--- src/verilog/fehdlc_regs.svh ---
// register map, field positions, reset values and line constants of the embedded hdlc controller
// Operation
// - flags, fcs and zero stuffing both directions
// - idle fill is flags or all ones
// - abort on command and on tx underrun
// - fcs mismatch marks frame as bad
// - frames under 25 bits are dropped silently
// - frames of 25 to 31 bits are bad
// - aborted frame data kept, interrupt raised
// - received fcs bytes visible to software
// - fcs append can be switched off
// - one-byte, two-byte and all-call address match
// - independent 32 byte tx and rx fifos
// - rx nearly-full and overflow maskable interrupts
// - tx nearly-empty and underflow maskable interrupts
// - tx and rx end-of-packet maskable interrupts
// - bad frame interrupt, aborts included
// - tx-to-rx and rx-to-tx loopbacks
// - per direction enable and bit-rate setting
// - t1 fdl 4k or channel 56k/64k
// - e1 sa4-sa8 bits or full timeslot
// - crc-4 remainder follows sa4 data link
`ifndef FEHDLC_REGS_SVH
`define FEHDLC_REGS_SVH
// =====================================================
// register offsets (byte addresses)
`define FEHDLC_CTRL 5'h00
`define FEHDLC_RATE 5'h04
`define FEHDLC_ADDR 5'h08
`define FEHDLC_TXDATA 5'h0c
`define FEHDLC_RXDATA 5'h10
`define FEHDLC_STAT 5'h14
`define FEHDLC_MASK 5'h18
`define FEHDLC_RXFCS 5'h1c
// =====================================================
// control fields
`define FEHDLC_C_TXEN 0
`define FEHDLC_C_RXEN 1
`define FEHDLC_C_IDLE1 2
`define FEHDLC_C_NOFCS 3
`define FEHDLC_C_ABORT 4
`define FEHDLC_C_TXLB 5
`define FEHDLC_C_RXLB 6
`define FEHDLC_C_AMODE 8
`define FEHDLC_C_E1 10
`define FEHDLC_C_SA4CRC 11
`define FEHDLC_C_TXDL 12
`define FEHDLC_C_RXDL 13
`define FEHDLC_CTRL_RST 32'h0000_0000
`define FEHDLC_RATE_RST 32'h0000_ffff
`define FEHDLC_ADDR_RST 32'h0000_0000
`define FEHDLC_MASK_RST 7'h00
// status event bits
`define FEHDLC_S_RXNF 0
`define FEHDLC_S_RXOVF 1
`define FEHDLC_S_TXNE 2
`define FEHDLC_S_TXUDF 3
`define FEHDLC_S_TXEOP 4
`define FEHDLC_S_RXEOP 5
`define FEHDLC_S_RXBAD 6
// fifo entry flag bits
`define FEHDLC_F_EOP 8
`define FEHDLC_F_BAD 9
`define FEHDLC_F_ABT 10
`define FEHDLC_RX_EMPTY 31
// =====================================================
// fifo levels and line constants
`define FEHDLC_DEPTH 6'd32
`define FEHDLC_RX_NFULL 6'd28
`define FEHDLC_TX_NEMPTY 6'd4
`define FEHDLC_FLAG 8'h7e
`define FEHDLC_ABT_SEQ 8'hfe
`define FEHDLC_ONES 8'hff
`define FEHDLC_CRC_INIT 16'hffff
`define FEHDLC_CRC_POLY 16'h8408
`define FEHDLC_CRC_GOOD 16'hf0b8
`define FEHDLC_MIN_BITS 6'd25
`define FEHDLC_OK_BITS 6'd32
`endif

--- src/verilog/fehdlc_pkg.sv ---
// types shared by the embedded hdlc controller
package fehdlc_pkg;
   // transmit unit sequencer
   typedef enum logic [2:0] {
      TS_IDLE = 3'b000,
      TS_DATA = 3'b001,
      TS_FCSL = 3'b010,
      TS_FCSH = 3'b011,
      TS_CLOSE = 3'b100
   } fehdlc_txst_t;
endpackage : fehdlc_pkg

--- src/verilog/fehdlc_top.sv ---
// embedded hdlc controller: avalon registers, fifos, transmit framer and receive deframer
//
// Our own choices: the address map and the Avalon-MM interface to the registers.
`include "fehdlc_regs.svh"
module fehdlc_top (
   input wire logic core_clk_i, // 40 mhz core clock
   input wire logic srst_i, // synchronous reset, active high
   input wire logic [4:0] avs_address_i, // byte address
   input wire logic avs_read_i, // read request
   input wire logic avs_write_i, // write request
   input wire logic [31:0] avs_writedata_i, // write data
   input wire logic [3:0] avs_byteenable_i, // byte lanes
   output logic [31:0] avs_readdata_o, // read data, registered
   output logic avs_waitrequest_o, // stall
   input wire logic tx_slot_i, // framer offers a transmit bit slot
   input wire logic [2:0] tx_slot_idx_i, // bit position inside slot
   output logic tx_data_o, // transmit bit
   output logic tx_data_vld_o, // transmit bit valid pulse
   input wire logic rx_slot_i, // framer delivers a receive bit
   input wire logic [2:0] rx_slot_idx_i, // bit position inside slot
   input wire logic rx_data_i, // receive bit
   output logic [4:0] tx_chan_o, // assigned transmit timeslot
   output logic [4:0] rx_chan_o, // assigned receive timeslot
   output logic tx_dl_sel_o, // transmit uses fdl or sa bits
   output logic rx_dl_sel_o, // receive uses fdl or sa bits
   output logic e1_mode_o, // e1 assignment rules apply
   output logic sa4_crc_upd_o, // recompute crc-4 over sa4 link
   output logic irq_o // combined masked interrupt
);
   // =====================================================
   // helpers
   // one bit of the reflected crc-16
   function automatic logic [15:0] crc_step(input logic [15:0] c, input logic b);
      crc_step = (c[0] ^ b) ? ((c >> 1) ^ `FEHDLC_CRC_POLY) : (c >> 1);
   endfunction
   // merge write data by byte enables
   function automatic logic [31:0] be_merge(input logic [31:0] o, input logic [31:0] n,
                                            input logic [3:0] be);
      be_merge = o;
      for (int i = 0; i < 4; i++) begin
         if (be[i]) begin
            be_merge[i*8 +: 8] = n[i*8 +: 8];
         end
      end
   endfunction

   // =====================================================
   // registers
   logic [31:0] ctrl_q; // control
   logic [31:0] rate_q; // slot masks and channel numbers
   logic [31:0] addr_q; // station address bytes
   logic [6:0] mask_q; // interrupt mask
   logic [6:0] stat_q; // sticky events
   logic [15:0] rxfcs_q; // last received check sequence
   logic abort_pend_q; // software abort waiting for a byte boundary
   logic rd_done_q; // second cycle of a read
   logic [6:0] ev; // events this cycle
   // fifo storage and pointers
   logic [8:0] tx_mem [0:31]; // byte plus end marker
   logic [10:0] rx_mem [0:31]; // byte plus eop, bad, abort
   logic [5:0] tx_wr_q, tx_rd_q; // tx pointers with wrap bit
   logic [5:0] rx_wr_q, rx_rd_q, rx_cm_q; // rx pointers, cm = committed end
   logic tx_ne_lvl_q, rx_nf_lvl_q; // previous level for edge events

   wire [5:0] tx_cnt = tx_wr_q - tx_rd_q;
   wire [5:0] rx_cnt = rx_wr_q - rx_rd_q;
   wire [5:0] rx_vis = rx_cm_q - rx_rd_q; // only whole frames are readable
   wire tx_full = (tx_cnt == `FEHDLC_DEPTH);
   wire tx_empty = (tx_cnt == 6'd0);
   wire rx_full = (rx_cnt == `FEHDLC_DEPTH);
   wire [8:0] tx_head = tx_mem[tx_rd_q[4:0]];
   wire [10:0] rx_head = rx_mem[rx_rd_q[4:0]];

   // =====================================================
   // bus decode
   wire sel_txd = (avs_address_i == `FEHDLC_TXDATA);
   wire sel_rxd = (avs_address_i == `FEHDLC_RXDATA);
   wire rd_first = avs_read_i & ~rd_done_q;
   // reads take one wait state so that read data comes from flip-flops;
   // a tx data write stalls while the fifo is full, which is the back-pressure
   assign avs_waitrequest_o = rd_first | (avs_write_i & sel_txd & tx_full);
   wire wr_acc = avs_write_i & ~avs_waitrequest_o;
   wire tx_push = wr_acc & sel_txd;
   // pop only when the word handed out held a real entry
   wire rx_pop = rd_done_q & avs_read_i & sel_rxd & ~avs_readdata_o[`FEHDLC_RX_EMPTY];
   logic [31:0] rd_mux;
   always_comb begin
      case (avs_address_i)
         `FEHDLC_CTRL: rd_mux = ctrl_q;
         `FEHDLC_RATE: rd_mux = rate_q;
         `FEHDLC_ADDR: rd_mux = addr_q;
         `FEHDLC_RXDATA: rd_mux = (rx_vis != 6'd0) ? {21'h0, rx_head} : 32'h8000_0000;
         `FEHDLC_STAT: rd_mux = {2'h0, rx_cnt, 2'h0, tx_cnt, 9'h0, stat_q};
         `FEHDLC_MASK: rd_mux = {25'h0, mask_q};
         `FEHDLC_RXFCS: rd_mux = {16'h0, rxfcs_q};
         default: rd_mux = 32'h0; // unmapped and write-only read as zero
      endcase
   end

   // register writes; the abort bit is a command and never stays set
   always_ff @(posedge core_clk_i) begin
      if (srst_i) begin
         ctrl_q <= `FEHDLC_CTRL_RST;
         rate_q <= `FEHDLC_RATE_RST;
         addr_q <= `FEHDLC_ADDR_RST;
         mask_q <= `FEHDLC_MASK_RST;
      end else if (wr_acc) begin
         if (avs_address_i == `FEHDLC_CTRL) begin
            ctrl_q <= be_merge(ctrl_q, avs_writedata_i, avs_byteenable_i) & 32'hffff_ffef;
         end
         if (avs_address_i == `FEHDLC_RATE) begin
            rate_q <= be_merge(rate_q, avs_writedata_i, avs_byteenable_i);
         end
         if (avs_address_i == `FEHDLC_ADDR) begin
            addr_q <= be_merge(addr_q, avs_writedata_i, avs_byteenable_i);
         end
         if (avs_address_i == `FEHDLC_MASK && avs_byteenable_i[0]) begin
            mask_q <= avs_writedata_i[6:0];
         end
      end
   end

   // read pipeline
   always_ff @(posedge core_clk_i) begin
      if (srst_i) begin
         rd_done_q <= 1'b0;
         avs_readdata_o <= 32'h0;
      end else begin
         rd_done_q <= rd_first;
         if (rd_first) begin
            avs_readdata_o <= rd_mux;
         end
      end
   end

   // sticky status, write one to clear; a new event wins over the clear
   wire [6:0] st_clr = (wr_acc && avs_address_i == `FEHDLC_STAT && avs_byteenable_i[0]) ?
                       avs_writedata_i[6:0] : 7'h0;
   always_ff @(posedge core_clk_i) begin
      if (srst_i) begin
         stat_q <= 7'h0;
         irq_o <= 1'b0;
      end else begin
         stat_q <= (stat_q & ~st_clr) | ev;
         irq_o <= |(stat_q & mask_q);
      end
   end

   // line assignment outputs straight from the registers
   assign tx_chan_o = rate_q[20:16];
   assign rx_chan_o = rate_q[28:24];
   assign tx_dl_sel_o = ctrl_q[`FEHDLC_C_TXDL];
   assign rx_dl_sel_o = ctrl_q[`FEHDLC_C_RXDL];
   assign e1_mode_o = ctrl_q[`FEHDLC_C_E1];
   assign sa4_crc_upd_o = ctrl_q[`FEHDLC_C_SA4CRC];

   // =====================================================
   // transmit
   wire tx_en = ctrl_q[`FEHDLC_C_TXEN];
   wire rx_en = ctrl_q[`FEHDLC_C_RXEN];
   wire txlb = ctrl_q[`FEHDLC_C_TXLB];
   wire rxlb = ctrl_q[`FEHDLC_C_RXLB];
   // the slot mask picks the bits of a slot: ff 64k, 7f 56k, one bit fdl, sa4..sa8
   wire tx_hit = tx_slot_i & rate_q[tx_slot_idx_i];
   wire rx_hit = rx_slot_i & rate_q[{1'b1, rx_slot_idx_i}];
   wire tx_go = tx_hit & tx_en & ~rxlb;
   fehdlc_pkg::fehdlc_txst_t ts_q, ts_d; // unit sequencer
   logic [7:0] tsh_q; // bits of current unit left to send
   logic [3:0] tcnt_q; // count of those bits
   logic tstf_q, tcrc_on_q; // current unit is stuffed / enters crc
   logic [2:0] tones_q; // consecutive ones sent in stuffed content
   logic [15:0] tcrc_q; // running crc
   logic tbit_q, tvld_q; // line output
   logic [7:0] u; // unit chosen at a load
   logic u_stf, u_crc, u_pop, u_abt_clr, u_udf, u_eop;
   wire stuff_now = tstf_q & (tones_q == 3'd5);
   wire ld = (tcnt_q == 4'd0) & ~stuff_now;

   // next unit: decided at byte boundaries only
   always_comb begin
      u = `FEHDLC_FLAG;
      u_stf = 1'b0;
      u_crc = 1'b0;
      u_pop = 1'b0;
      u_abt_clr = 1'b0;
      u_udf = 1'b0;
      u_eop = 1'b0;
      ts_d = ts_q;
      case (ts_q)
         fehdlc_pkg::TS_IDLE: begin
            u_abt_clr = 1'b1; // an abort outside a frame has nothing to cut
            if (!tx_empty) begin
               ts_d = fehdlc_pkg::TS_DATA; // opening flag
            end else if (ctrl_q[`FEHDLC_C_IDLE1]) begin
               u = `FEHDLC_ONES;
            end
         end
         fehdlc_pkg::TS_DATA: begin
            if (abort_pend_q || tx_empty) begin
               u = `FEHDLC_ABT_SEQ;
               u_abt_clr = 1'b1;
               u_udf = ~abort_pend_q;
               ts_d = fehdlc_pkg::TS_IDLE;
            end else begin
               u = tx_head[7:0];
               u_stf = 1'b1;
               u_crc = 1'b1;
               u_pop = 1'b1;
               if (tx_head[8]) begin
                  ts_d = ctrl_q[`FEHDLC_C_NOFCS] ? fehdlc_pkg::TS_CLOSE : fehdlc_pkg::TS_FCSL;
               end
            end
         end
         fehdlc_pkg::TS_FCSL: begin
            u = ~tcrc_q[7:0];
            u_stf = 1'b1;
            ts_d = fehdlc_pkg::TS_FCSH;
         end
         fehdlc_pkg::TS_FCSH: begin
            u = ~tcrc_q[15:8];
            u_stf = 1'b1;
            ts_d = fehdlc_pkg::TS_CLOSE;
         end
         fehdlc_pkg::TS_CLOSE: begin
            u_eop = 1'b1; // closing flag
            ts_d = fehdlc_pkg::TS_IDLE;
         end
         default: ts_d = fehdlc_pkg::TS_IDLE;
      endcase
   end

   wire t_pop = tx_go & ld & u_pop;
   // bit placed on the line this slot
   wire t_bit = stuff_now ? 1'b0 : (ld ? u[0] : tsh_q[0]);
   wire t_stf = ld ? u_stf : tstf_q;
   wire t_crc = ld ? u_crc : tcrc_on_q;

   always_ff @(posedge core_clk_i) begin
      if (srst_i) begin
         ts_q <= fehdlc_pkg::TS_IDLE;
         tsh_q <= 8'h0;
         tcnt_q <= 4'd0;
         tstf_q <= 1'b0;
         tcrc_on_q <= 1'b0;
         tones_q <= 3'd0;
         tcrc_q <= `FEHDLC_CRC_INIT;
      end else if (tx_go) begin
         if (stuff_now) begin
            tones_q <= 3'd0;
         end else begin
            if (ld) begin
               ts_q <= ts_d;
               tsh_q <= {1'b0, u[7:1]};
               tcnt_q <= 4'd7;
               tstf_q <= u_stf;
               tcrc_on_q <= u_crc;
            end else begin
               tsh_q <= {1'b0, tsh_q[7:1]};
               tcnt_q <= tcnt_q - 4'd1;
            end
            tones_q <= (t_stf && t_bit) ? tones_q + 3'd1 : 3'd0;
            if (ld && ts_q == fehdlc_pkg::TS_IDLE) begin
               tcrc_q <= `FEHDLC_CRC_INIT;
            end else if (t_crc) begin
               tcrc_q <= crc_step(tcrc_q, t_bit);
            end
         end
      end
   end

   // abort command waits for the next data byte boundary of a frame; one still pending at idle is cleared unsent
   always_ff @(posedge core_clk_i) begin
      if (srst_i) begin
         abort_pend_q <= 1'b0;
      end else if (wr_acc && avs_address_i == `FEHDLC_CTRL && avs_byteenable_i[0] &&
                   avs_writedata_i[`FEHDLC_C_ABORT]) begin
         abort_pend_q <= 1'b1;
      end else if (tx_go && ld && u_abt_clr) begin
         abort_pend_q <= 1'b0;
      end
   end

   // line output; rx-to-tx loopback turns the receive bits round
   // the bit only moves on a slot, so the framer may sample it any time before the next one
   wire t_slot = rxlb ? rx_hit : tx_hit;
   always_ff @(posedge core_clk_i) begin
      if (srst_i) begin
         tbit_q <= 1'b1;
         tvld_q <= 1'b0;
      end else begin
         tvld_q <= t_slot;
         if (t_slot) begin
            tbit_q <= rxlb ? rx_data_i : (tx_en ? t_bit : 1'b1);
         end
      end
   end
   assign tx_data_o = tbit_q;
   assign tx_data_vld_o = tvld_q;

   // tx fifo
   always_ff @(posedge core_clk_i) begin
      if (srst_i) begin
         tx_wr_q <= 6'd0;
         tx_rd_q <= 6'd0;
      end else begin
         if (tx_push) begin
            tx_wr_q <= tx_wr_q + 6'd1;
         end
         if (t_pop) begin
            tx_rd_q <= tx_rd_q + 6'd1;
         end
      end
   end
   always_ff @(posedge core_clk_i) begin
      if (tx_push) begin
         tx_mem[tx_wr_q[4:0]] <= avs_writedata_i[8:0];
      end
   end

   // =====================================================
   // receive
   // tx-to-rx loopback feeds the deframer from the transmit output
   wire r_v = (txlb ? tvld_q : rx_hit) & rx_en;
   wire r_b = txlb ? tbit_q : rx_data_i;
   logic [2:0] rones_q; // consecutive ones seen
   logic rinf_q; // between an opening flag and its end
   logic [5:0] rdl_q; // six bit delay hides the closing flag
   logic [2:0] rdn_q; // fill of that delay
   logic [7:0] rsh_q; // byte assembly
   logic [2:0] rbn_q; // bits in byte
   logic [5:0] rnb_q; // data bits, saturating
   logic [15:0] rcrc_q, rfcs_q; // crc and last sixteen bits
   logic [1:0] rbc_q; // bytes seen, saturating
   logic rdrop_q, rall_q, rbad_q; // address miss, all-call, overflow

   wire r_flag = r_v & ~r_b & (rones_q == 3'd6);
   wire r_abt = r_v & r_b & (rones_q == 3'd6); // seventh one
   wire r_data = r_v & rinf_q & (r_b ? (rones_q < 3'd5) : (rones_q < 3'd5));
   wire d_out = r_data & (rdn_q == 3'd6);
   wire d_bit = rdl_q[0];
   wire byte_done = d_out & (rbn_q == 3'd7);
   wire [7:0] r_byte = {d_bit, rsh_q[7:1]};
   wire [1:0] amode = ctrl_q[`FEHDLC_C_AMODE +: 2];
   wire addr_miss = (rbc_q == 2'd0) ? (amode != 2'd0 && r_byte != addr_q[7:0] && r_byte != `FEHDLC_ONES) :
                    (rbc_q == 2'd1) ? (amode == 2'd2 && !rall_q && r_byte != addr_q[15:8]) : 1'b0;
   wire r_push = byte_done & ~rdrop_q & ~addr_miss;
   wire in_frame = rinf_q & (rnb_q != 6'd0);
   wire r_end = r_flag & in_frame;
   wire r_cut = r_abt & in_frame;
   wire r_keep = r_end & (rnb_q >= `FEHDLC_MIN_BITS) & ~rdrop_q;
   wire r_bad = (rnb_q < `FEHDLC_OK_BITS) | (rcrc_q != `FEHDLC_CRC_GOOD) | rbad_q | (rbn_q != 3'd0);
   wire r_any = (rx_wr_q != rx_cm_q); // frame has stored bytes
   wire r_mark = (r_keep | (r_cut & ~rdrop_q)) & r_any;

   // deframer state
   always_ff @(posedge core_clk_i) begin
      if (srst_i) begin
         rones_q <= 3'd0;
         rinf_q <= 1'b0;
         rdn_q <= 3'd0;
         rdl_q <= 6'h0;
         rbn_q <= 3'd0;
         rnb_q <= 6'd0;
         rsh_q <= 8'h0;
         rcrc_q <= `FEHDLC_CRC_INIT;
         rfcs_q <= 16'h0;
         rbc_q <= 2'd0;
         rdrop_q <= 1'b0;
         rall_q <= 1'b0;
         rbad_q <= 1'b0;
      end else if (r_v) begin
         rones_q <= r_b ? ((rones_q == 3'd7) ? 3'd7 : rones_q + 3'd1) : 3'd0;
         if (r_flag) begin
            // every flag opens a frame and clears the frame state
            rinf_q <= 1'b1;
            rdn_q <= 3'd0;
            rbn_q <= 3'd0;
            rnb_q <= 6'd0;
            rcrc_q <= `FEHDLC_CRC_INIT;
            rbc_q <= 2'd0;
            rdrop_q <= 1'b0;
            rall_q <= 1'b0;
            rbad_q <= 1'b0;
         end else if (r_abt) begin
            rinf_q <= 1'b0; // wait for the next flag
         end else if (r_data) begin
            rdl_q <= {r_b, rdl_q[5:1]};
            if (rdn_q != 3'd6) begin
               rdn_q <= rdn_q + 3'd1;
            end
            if (d_out) begin
               rsh_q <= r_byte;
               rbn_q <= rbn_q + 3'd1;
               rnb_q <= (rnb_q == 6'd63) ? 6'd63 : rnb_q + 6'd1;
               rcrc_q <= crc_step(rcrc_q, d_bit);
               rfcs_q <= {d_bit, rfcs_q[15:1]};
            end
            if (byte_done) begin
               rbc_q <= (rbc_q == 2'd2) ? 2'd2 : rbc_q + 2'd1;
               if (rbc_q == 2'd0) begin
                  rall_q <= (r_byte == `FEHDLC_ONES);
               end
               if (addr_miss) begin
                  rdrop_q <= 1'b1;
               end
               if (r_push && rx_full) begin
                  rbad_q <= 1'b1;
               end
            end
         end
      end
   end

   // rx fifo: bytes stay hidden until their frame ends, so a short or
   // unaddressed frame is removed by winding the write pointer back
   always_ff @(posedge core_clk_i) begin
      if (srst_i) begin
         rx_wr_q <= 6'd0;
         rx_rd_q <= 6'd0;
         rx_cm_q <= 6'd0;
         rxfcs_q <= 16'h0;
      end else begin
         if (r_push && !rx_full) begin
            rx_wr_q <= rx_wr_q + 6'd1;
         end
         if (r_keep || (r_cut && !rdrop_q)) begin
            rx_cm_q <= rx_wr_q;
         end else if (r_end || r_cut) begin
            rx_wr_q <= rx_cm_q;
         end
         if (r_keep) begin
            rxfcs_q <= rfcs_q;
         end
         if (rx_pop) begin
            rx_rd_q <= rx_rd_q + 6'd1;
         end
      end
   end
   always_ff @(posedge core_clk_i) begin
      if (r_push && !rx_full) begin
         rx_mem[rx_wr_q[4:0]] <= {3'b000, r_byte};
      end else if (r_mark) begin
         rx_mem[rx_wr_q[4:0] - 5'd1][10:8] <= {r_cut, r_cut | r_bad, 1'b1};
      end
   end

   // =====================================================
   // events
   wire tx_ne_lvl = (tx_cnt <= `FEHDLC_TX_NEMPTY);
   wire rx_nf_lvl = (rx_cnt >= `FEHDLC_RX_NFULL);
   always_ff @(posedge core_clk_i) begin
      if (srst_i) begin
         tx_ne_lvl_q <= 1'b1;
         rx_nf_lvl_q <= 1'b0;
      end else begin
         tx_ne_lvl_q <= tx_ne_lvl;
         rx_nf_lvl_q <= rx_nf_lvl;
      end
   end
   always_comb begin
      ev = 7'h0;
      ev[`FEHDLC_S_RXNF] = rx_nf_lvl & ~rx_nf_lvl_q;
      ev[`FEHDLC_S_RXOVF] = r_v & r_push & rx_full;
      ev[`FEHDLC_S_TXNE] = tx_ne_lvl & ~tx_ne_lvl_q;
      ev[`FEHDLC_S_TXUDF] = tx_go & ld & u_udf;
      ev[`FEHDLC_S_TXEOP] = tx_go & ld & u_eop;
      ev[`FEHDLC_S_RXEOP] = r_keep;
      ev[`FEHDLC_S_RXBAD] = (r_keep & r_bad) | r_cut;
   end
endmodule // fehdlc_top
--- config.mk ---
export PLATFORM = sky130hd
export DESIGN_NAME = fehdlc_top
export DESIGN_NICKNAME = d
export VERILOG_FILES = /design/src/verilog/fehdlc_pkg.sv /design/src/verilog/fehdlc_top.sv
export VERILOG_INCLUDE_DIRS = /design/src /design/src/verilog
export SDC_FILE = /design/constraint.sdc
export NUM_CORES = 1
export LEC_CHECK = 0
export ABC_AREA = 1
export BUFFER_PORTS_ARGS = -buffer_cell sky130_fd_sc_hd__buf_2
export CAP_MARGIN = 20
export CORE_UTILIZATION = 60
export CTS_BUF_LIST = sky130_fd_sc_hd__clkbuf_4 sky130_fd_sc_hd__clkbuf_8
export CTS_CLUSTER_DIAMETER = 80
export DETAILED_ROUTE_END_ITERATION = 8
export GPL_TIMING_DRIVEN = 0
export PLACE_DENSITY = 0.82
export REMOVE_ABC_BUFFERS = 1
export SLEW_MARGIN = 20
export SYNTH_ARGS = -nofsm -noshare
export SYNTH_HDL_FRONTEND = slang
export SYNTH_SLANG_ARGS = --single-unit
--- constraint.sdc ---
create_clock -name core_clk_i -period 6.25 [get_ports core_clk_i]
set_input_delay 0.3125 -clock core_clk_i [delete_from_list [all_inputs] [get_ports core_clk_i]]
set_output_delay 0.3125 -clock core_clk_i [all_outputs]
set_load 0.005 [all_outputs]
# Yosys cells after proc, flatten, opt, wreduce, memory -nomap -nowiden
# Memories as Yosys holds them, arrays and structs flattened. A register that Yosys moved wholly into a read port is not among the register bits.
# Cells that the tools add are included.
# totals
register_bits	297
mem_bits_rw	640
out_inout_bits	50
mem_count	2
# mem_list
memory	words	width	read_ports	rd_clocked_by_memory_dff	write_ports	line	text
rx_mem	32	11	1	1	1	fehdlc_top.sv:60	logic [10:0] rx_mem [0:31];
tx_mem	32	9	1	1	1	fehdlc_top.sv:59	logic [8:0] tx_mem [0:31];
# op_classes
n_addsub	15
n_lt_le_gt_ge	7
n_eq_ne	32
n_mux	103
bitwise_logic	71
reduce_logical	70
# ops
cell	count
$pmux W32 S7	1
$mux W16	8
$mux W3	16
$mux W6	8
$mux W1	45
$and A1 B1 Y1	41
$reduce_and A3 Y1	13
$mux W32	1
$pmux W8 S4	1
$add A6 B1 Y6 const B	5
$mux W5	5
$reduce_and A5 Y1	5
$mux W8	3
$reduce_bool A2 Y1	11
$eq A5 B5 Y1 const B	4
$eq A3 B3 Y1 const B	6
$eq A6 B6 Y1 const B	3
$sub A6 B6 Y6	3
$logic_and A1 B1 Y1	17
$ne A16 B16 Y1 const B	1
$ne A8 B8 Y1	2
$not A8 Y8	2
$reduce_and A4 Y1	4
$and A7 B7 Y7	2
47 further kinds	91

# Longest topological paths before layout
# Gate-level depths: netlist of the first run.
# logic_depth
word_depth	17
ltp_mapped	20

# Worst setup path before layout of the first run
# OpenSTA, ideal clock, no wires.
# synth_path
kind	flip-flop to flip-flop
startpoint	reg rx_wr_q[0]
endpoint	mem rx_mem[0][10] (data pin)
setup_time_ns	0.540
t_arrival_ns	3.718
required_time_ns	5.710
path_slack_ns	1.992
path_stages_with_launch	12
path_buffers	1
path_cell_list	dfxtp_1 inv_1 ha_1 fa_1 o21ai_0 xor2_1 nor2_1 nand2_1 nand3_1 nand3_1 buf_2 nor4_1
# synth_via
elab_chain_cells	8
# synth_lines
element	line	text
start, declared	fehdlc_top.sv:62	logic [5:0] rx_wr_q, rx_rd_q, rx_cm_q;
start signal, assigned	fehdlc_top.sv:424	rx_wr_q <= rx_wr_q + 6'd1;
start signal, assigned	fehdlc_top.sv:429	rx_wr_q <= rx_cm_q;
$sub A6 B6 Y6	fehdlc_top.sv:66	wire [5:0] rx_cnt = rx_wr_q - rx_rd_q;
$eq A6 B6 Y1 (no line)	--	
$logic_not A1 Y1	fehdlc_top.sv:440	if (r_push && !rx_full) begin
$logic_and A1 B1 Y1	fehdlc_top.sv:440	
$mux W1 (*)	fehdlc_top.sv:440	
$mux W1 (not written as such) (*)	fehdlc_top.sv:443	rx_mem[rx_wr_q[4:0] - 5'd1][10:8] <= {r_cut, r_cut | r_bad, 1'b1};
$reduce_or A11 Y1 (no line) (*)	--	
$mux W11 (no line) (*)	--	
end, declared	fehdlc_top.sv:60	
# Every way passes the cells marked *; elsewhere a longest branch is shown, timed or not. The select of a mux whose other input is x is not followed.

# Worst setup path in the final report of the first run
# layout_path
startpoint	reg rx_wr_q[0]
endpoint	mem rx_mem[12][2] (enable)
# layout_via
elab_chain_cells	8
# layout_lines
element	line
$sub A6 B6 Y6	fehdlc_top.sv:66
$eq A6 B6 Y1 (no line)	--
$logic_not A1 Y1	fehdlc_top.sv:440
$logic_and A1 B1 Y1	fehdlc_top.sv:440
$mux W1	fehdlc_top.sv:440
$mux W1 (not written as such)	fehdlc_top.sv:443
$reduce_or A11 Y1 (no line)	--
$mux W5 (no line) or $mux W2 (tied branches)	--
# Parallel ways exist; a longest one is shown, timed or not.

==> flow_summary.ini, run 1 <==
[sta]
post-route-period-util_pct = 90.6
min_period_ns = 5.66
timing_hold_violations_final = 0
tightest_slew_ns = 1.07
setup_viol = 0
hold_ws_ns = 0.0508
setup_tns_ns = 0
slew_viol_final = 0
setup_slack_ns = 0.588
fin_skew_ns = 0.0455
rsz0062_at_grt = false
maxSlewHeadroom_pct = 28.7
max_freq_mhz = 177

[placed_design]
io_buffer_count = 103
dpl_cell_area_um2 = 40800
dp_cells = 4675
dp_hpwl_um = 61400
place.gp.congestion = 0.920
preCtsSetupSlack_ns = -0.0446

[floorplanning]
start_util_pct = 61.0
coreArea_um2 = 64700
ios = 104
dieArea_um2 = 66800
die_x_um = 258
rows = 93
fp.dieH_um = 258

[finish]
fin_util_pct = 68.2
final_common_cell = nand2_1
final-instance-count-excl-fill = 4982
layout_common_cells = nand2_1, edfxtp_1, nor2_1, o21ai_0, a21oi_1
drive_gt1_share_pct = 10.5
final_cell_area_um2 = 44100
layout.nets = 4101
area_growth_pct = 11.9

[grt]
grt_pass1_wl_um = 155000
grtUsageTotal_pct = 29.7
antenna_found_initial = 3
grt_max_degree = 103
first_global_vias = 28800
gr-total-overflow = 0

[worst_setup_path]
arrival_ns = 6.08
path_cells = inv_1 -> ha_1 -> fa_1 -> nand2_1 -> nor2_1 -> nand2_1 -> nor2_1 -> nand2_1 -> nand3_4 -> nand3_2 -> inv_2 -> nand2_1 -> nand2_1 -> nand2_1 -> inv_2 -> nand2_1 -> nor2_1
critPathMaxStageDelay_ns = 0.74
worst_ep_required_time_ns = 6.67
startpoint_type = register
worst_path_max_delay_cell = nor2_1
worst-setup-path-type = register to register
worst_path_most_repeated_cell = nand2_1
worstPathMaxFanout = 41
end_kind = register
r2r_slack_ns = 0.59

[yosys]
syn_area_per_cell_um2 = 10.1
synth_top_flop_cell = edfxtp_1
ys_warn_count = 0
synthArstFlopShare_pct = 0
synth_edf_count = 640
yosysSeqAreaShare_pct = 63.8
synth_cells = 3923
ys_ff_latch = 938
synth_area_um2 = 39400
synth_cell_type_count = 51

[power]
combPwrFrac_pct = 1.8
sequentialPowerShare_pct = 54.8
p_clk_share_pct = 43.4
power_mw = 12.0
intPower_mw = 9.44
p_per_area_nw_per_um2 = 272
ir_drop_uv = 235
switching_share_pct = 21.5
p_sw_mw = 2.59
power.leakage_nw = 15.9

[clocking]
ctsLongestPathBuffers = 3
htree_num_levels = 4
clk_latency_ns = 0.83
cts-root-buf = clkbuf_8
clkSlewWorstSetupHoldPaths_ns = 0.06
cts-buffers-inserted = 146
cts_tree = built
clock-sinks = 938

[worst_hold_path]
min_path_type = primary input to register

[detailed_routing]
drtIter0Drc = 3958
vias_per_cell = 6.15
wl_um = 101000
dr.pass1.iters = 8
vias = 30600
antenna_left = 0
drc = 0
wl_per_cell_um = 20.2

[status]
status = finished clean

[job]
cap_violations = 0
-- registers in the layout, indices dropped and copies added (netlist names), 6 cells and up, named ones only --
| name | cells |
|---|---|
| rdl_q | 6 |
| rcrc_q | 16 |
| tx_wr_q | 6 |
| tx_mem | 288 |
| rxfcs_q | 16 |
| rnb_q | 6 |
| rsh_q | 8 |
| rx_wr_q | 6 |
| avs_readdata_o | 32 |
| ctrl_q | 31 |
| addr_q | 32 |
| tsh_q | 7 |
| stat_q | 7 |
| rfcs_q | 8 |
| rate_q | 32 |
| rx_rd_q | 6 |
| tcrc_q | 16 |
| mask_q | 7 |
| tx_rd_q | 6 |
| rx_cm_q | 6 |
| rx_mem | 352 |
-- cell usage after synthesis, types with 7 or more instances --
cell      number  share of area [%]
a21oi_1      366                4.6
buf_1         14               0.13
nor4_1         9               0.14
o22ai_1      100                1.6
nand2_1      672                6.4
o221ai_1      36               0.80
edfxtp_1     640                 49
clkbuf_1     202                1.9
nand3_1      202                2.6
o211ai_1      27               0.51
inv_1        272                2.6
a221oi_1      24               0.53
a31oi_1        7               0.11
clkinv_1      11               0.10
dfxtp_1      298                 15
buf_4         10               0.19
nor2_1       383                3.6
ha_1          40                1.3
xnor2_1        7               0.16
nor3_1        61               0.77
xor2_1        16               0.36
a211oi_1      10               0.19
o21ai_0      375                4.8
o311ai_0      27               0.60
a22oi_1       27               0.51
nand4_1       22               0.35
-- timing repair --
action                     CTS  global route
cloned                       0             0
pin swaps                    0             0
hold buffers                37             0
resized for setup            1             4
hold endpoints to repair   109             0
setup buffers                0             0
setup endpoints to repair    8            64
-- layout make-up --
cell class              count  area [um^2]
fillers                  4655        20500
multi-input cells        2467        12400
well taps                 855         1070
flip-flops and latches    938        25200
clock buffers             214         2620
repair buffers            163         1340
inverters                 289         1110
diodes                      3         7.51
clock inverters            53          345
-- cell families after synthesis --
logic type | synth area share [%]
and+or+nand+nor | 14.4
DFF | 63.8
buffers and inverters | 5.03
AOI/OAI and AO/OA | 14.9
adders and majority gates | 1.37
xor gates and xnor gates | 0.511
-- final timing paths --
check / start / to / depth (start not counted)
hold reg to reg: rate_q[29] / rate_q[29] / 2
hold / removal: avs_write_i / tx_wr_q[0] / 5
setup reg to reg: rx_wr_q[0] / rx_mem[12][2] / 17
setup / recovery: rx_wr_q[0] / rx_mem[12][2] / 17
-- critical path, delay by kind of cell, from the launching register on --
family | cells | cell delay, ns
adders and majority gates | 2 | 0.85
DFF | 1 | 0.47
and+or+nand+nor | 12 | 2.80
buffers and inverters | 3 | 1.11
-- power groups by stage --
| stage | combinational, mW | clock, mW | sequential [mW] |
|---|---|---|---|
| 6_report | 0.217 | 5.22 | 6.59 |
| 5_1_grt | 0.229 | 5.49 | 6.59 |
| 4_1_cts | 0.208 | 5.22 | 6.59 |
| 3_5_place_dp | 0.191 | 0 | 6.72 |
| 3_3_place_gp | 0.181 | 0 | 6.73 |
| 2_1_floorplan | 0.0748 | 0 | 6.72 |
-- layer usage --
layer / GRT usage [%] / vias up / part of all wire (%)
met3: 5.25 / 312 / 9.3
met2: 47.0 / 1686 / 47
met4: 14.9 / 0 / 4.3
li1: - / 14100 / -
met5: 0 / - / 0
met1: 39.7 / 14600 / 39
No activity file was read; power rests on OpenSTA's default activity.
==> inputs of run 2 (changes only) <==
--- a/config.mk
+++ b/config.mk
@@ -9,10 +9,12 @@
 export ABC_AREA = 1
 export BUFFER_PORTS_ARGS = -buffer_cell sky130_fd_sc_hd__buf_2
 export CAP_MARGIN = 20
+export CORE_ASPECT_RATIO = 0.5
 export CORE_UTILIZATION = 60
 export CTS_BUF_LIST = sky130_fd_sc_hd__clkbuf_4 sky130_fd_sc_hd__clkbuf_8
 export CTS_CLUSTER_DIAMETER = 80
 export DETAILED_ROUTE_END_ITERATION = 8
+export GPL_ROUTABILITY_DRIVEN = 0
 export GPL_TIMING_DRIVEN = 0
 export PLACE_DENSITY = 0.82
 export REMOVE_ABC_BUFFERS = 1
==> flow_summary.ini, run 2 (synthesis results as in run 1) <==
[clocking]
cts-root-buf = clkbuf_8
cts-buffers-inserted = 132
clkSlewWorstSetupHoldPaths_ns = 0.07
ctsLongestPathBuffers = 3
cts_tree = built
clock-sinks = 938
clk_latency_ns = 0.79
post_cts_buffers = 0
htree_num_levels = 4

[finish]
layout_common_cells = nand2_1, edfxtp_1, nor2_1, o21ai_0, a21oi_1
area.sequential_um2 = 25200
final_common_cell = nand2_1
largest_reg_flops = 352
fillers = 4648
fin_util_pct = 67.3
drive_gt1_share_pct = 10.0
area_growth_pct = 10.9
layout.nets = 4079
multi_input_area_um2 = 12400
final-instance-count-excl-fill = 4967

[sta]
setup_slack_ns = 0.491
hold_ws_ns = 0.0581
rsz0062_at_grt = false
fin_skew_ns = 0.0429
setup_tns_ns = 0
min_period_ns = 5.76
slew_viol_final = 0
max_freq_mhz = 174
post-route-period-util_pct = 92.1
setup_viol = 0
tightest_slew_ns = 1.09
maxSlewHeadroom_pct = 27.6
timing_hold_violations_final = 0

[detailed_routing]
drtIter0Drc = 4055
vias = 30500
vias_per_cell = 6.13
drc = 0
antenna_left = 0
wl_um = 101000
dr.pass1.iters = 8
wl_per_cell_um = 20.4

[grt]
gr-total-overflow = 0
grt_max_degree = 124
grt_pass1_wl_um = 155000
grtUsageTotal_pct = 29.9
antenna_found_initial = 2
first_global_vias = 28800

[floorplanning]
fp.dieH_um = 183
die_x_um = 365
start_util_pct = 60.7
ios = 104
rows = 66
dieArea_um2 = 66800
coreArea_um2 = 65000

[power]
p_per_area_nw_per_um2 = 266
intPower_mw = 9.16
power.leakage_nw = 15.7
p_clk_share_pct = 41.6
ir_drop_uv = 174
sequentialPowerShare_pct = 56.6
switching_share_pct = 21.3
combPwrFrac_pct = 1.8
p_sw_mw = 2.48

[worst_setup_path]
worstPathMaxFanout = 34
r2r-end = rx_mem[13][3]
end_kind = register
startpoint = rx_wr_q[0]
r2r-start = rx_wr_q[0]
startpoint_type = register
worst-setup-path-type = register to register
reg2regPathDepth = 18
r2r_slack_ns = 0.49
worst_ep_required_time_ns = 6.64
critical_path.endpoint = rx_mem[13][3]
arrival_ns = 6.15

[placed_design]
dp_cells = 4700
preCtsSetupSlack_ns = 0.0900
dp_hpwl_um = 60800
io_buffer_count = 103

[worst_hold_path]
min_path_type = primary input to register
min_delay_path_depth = 5

[job]
cap_violations = 0

[status]
status = finished clean
run 2: changes by cell type in the layout (fill, tap and decap cells not counted), moves of 4 or more:
cell	delta
nor2_1	+4
nor2_2	-4
clkinvlp_4	+4
clkbuf_8	-17
clkinv_2	+4
buf_12	-4
dlygate4sd3_1	-6
inv_8	-4
clkinv_1	-16
run 2: how the worst min path moves through the flow:
| stage | startpoint | endpoint | slack, ns |
|---|---|---|---|
| 2_1_floorplan | srst_i | abort_pend_q | 0.38 |
| 3_3_place_gp | addr_q[27] | addr_q[27] | 0.44 |
| 3_5_place_dp | rate_q[30] | rate_q[30] | 0.44 |
| 4_1_cts | avs_read_i | avs_readdata_o[30] | 0.02 |
| 5_1_grt | avs_read_i | avs_readdata_o[30] | 0.08 |
| 6_report | avs_byteenable_i[3] | addr_q[31] | 0.06 |
run 2: power by group through the flow:
stage          sequential (mW)  combinational, mW  clock, mW
2_1_floorplan             6.72             0.0748          0
3_3_place_gp              6.73              0.176          0
3_5_place_dp              6.72              0.186          0
4_1_cts                   6.59              0.203       4.86
5_1_grt                   6.58              0.226       5.13
6_report                  6.59              0.210       4.84
run 2: what timing repair did:
item | 4_1_cts | 5_1_grt
hold buffers | 31 | 0
gates resized for setup | 0 | 3
endpoints found under the hold margin | 95 | 0
setup endpoints to repair | 0 | 81
run 2: routing by layer:
metal | global-route usage [%] | share of wire (%) | vias to the layer above
met5 | 0 | 0 | -
met4 | 14.0 | 4.1 | 0
met3 | 6.26 | 9.9 | 306
met2 | 48.7 | 48 | 1775
met1 | 38.6 | 38 | 14400
li1 | - | - | 14000
run 2: metrics by stage:
stage	power, mW	instance area (um^2)
after floorplan	6.80	38500
after global placement	6.90	40200
after detailed placement	6.91	40700
after CTS	11.7	43700
after global routing	11.9	43700
final	11.6	43700
run 2: final cells by class:
cell class	count	area share, %
Sequential cell	938	57.6
Multi-Input combinational cell	2467	28.4
Clock buffer	195	5.42
Timing Repair Buffer	155	2.88
Inverter	289	2.54
Tap cell	884	2.53
Clock inverter	37	0.578
Antenna cell	2	0.0114
run 2: critical path, cell delays in order (launching register included):
cell	delay [ns]
dfxtp_1	0.44
inv_1	0.20
ha_1	0.26
fa_1	0.41
xnor2_1	0.25
nor2_1	0.13
nand2_1	0.06
nor2_1	0.08
nand2_1	0.14
nand3_2	0.45
buf_16	0.26
nand3_2	0.41
inv_4	0.46
nand2_1	0.09
nand2_1	0.09
nand2_1	0.50
inv_2	0.32
nand2_1	0.17
nor2_1	0.63
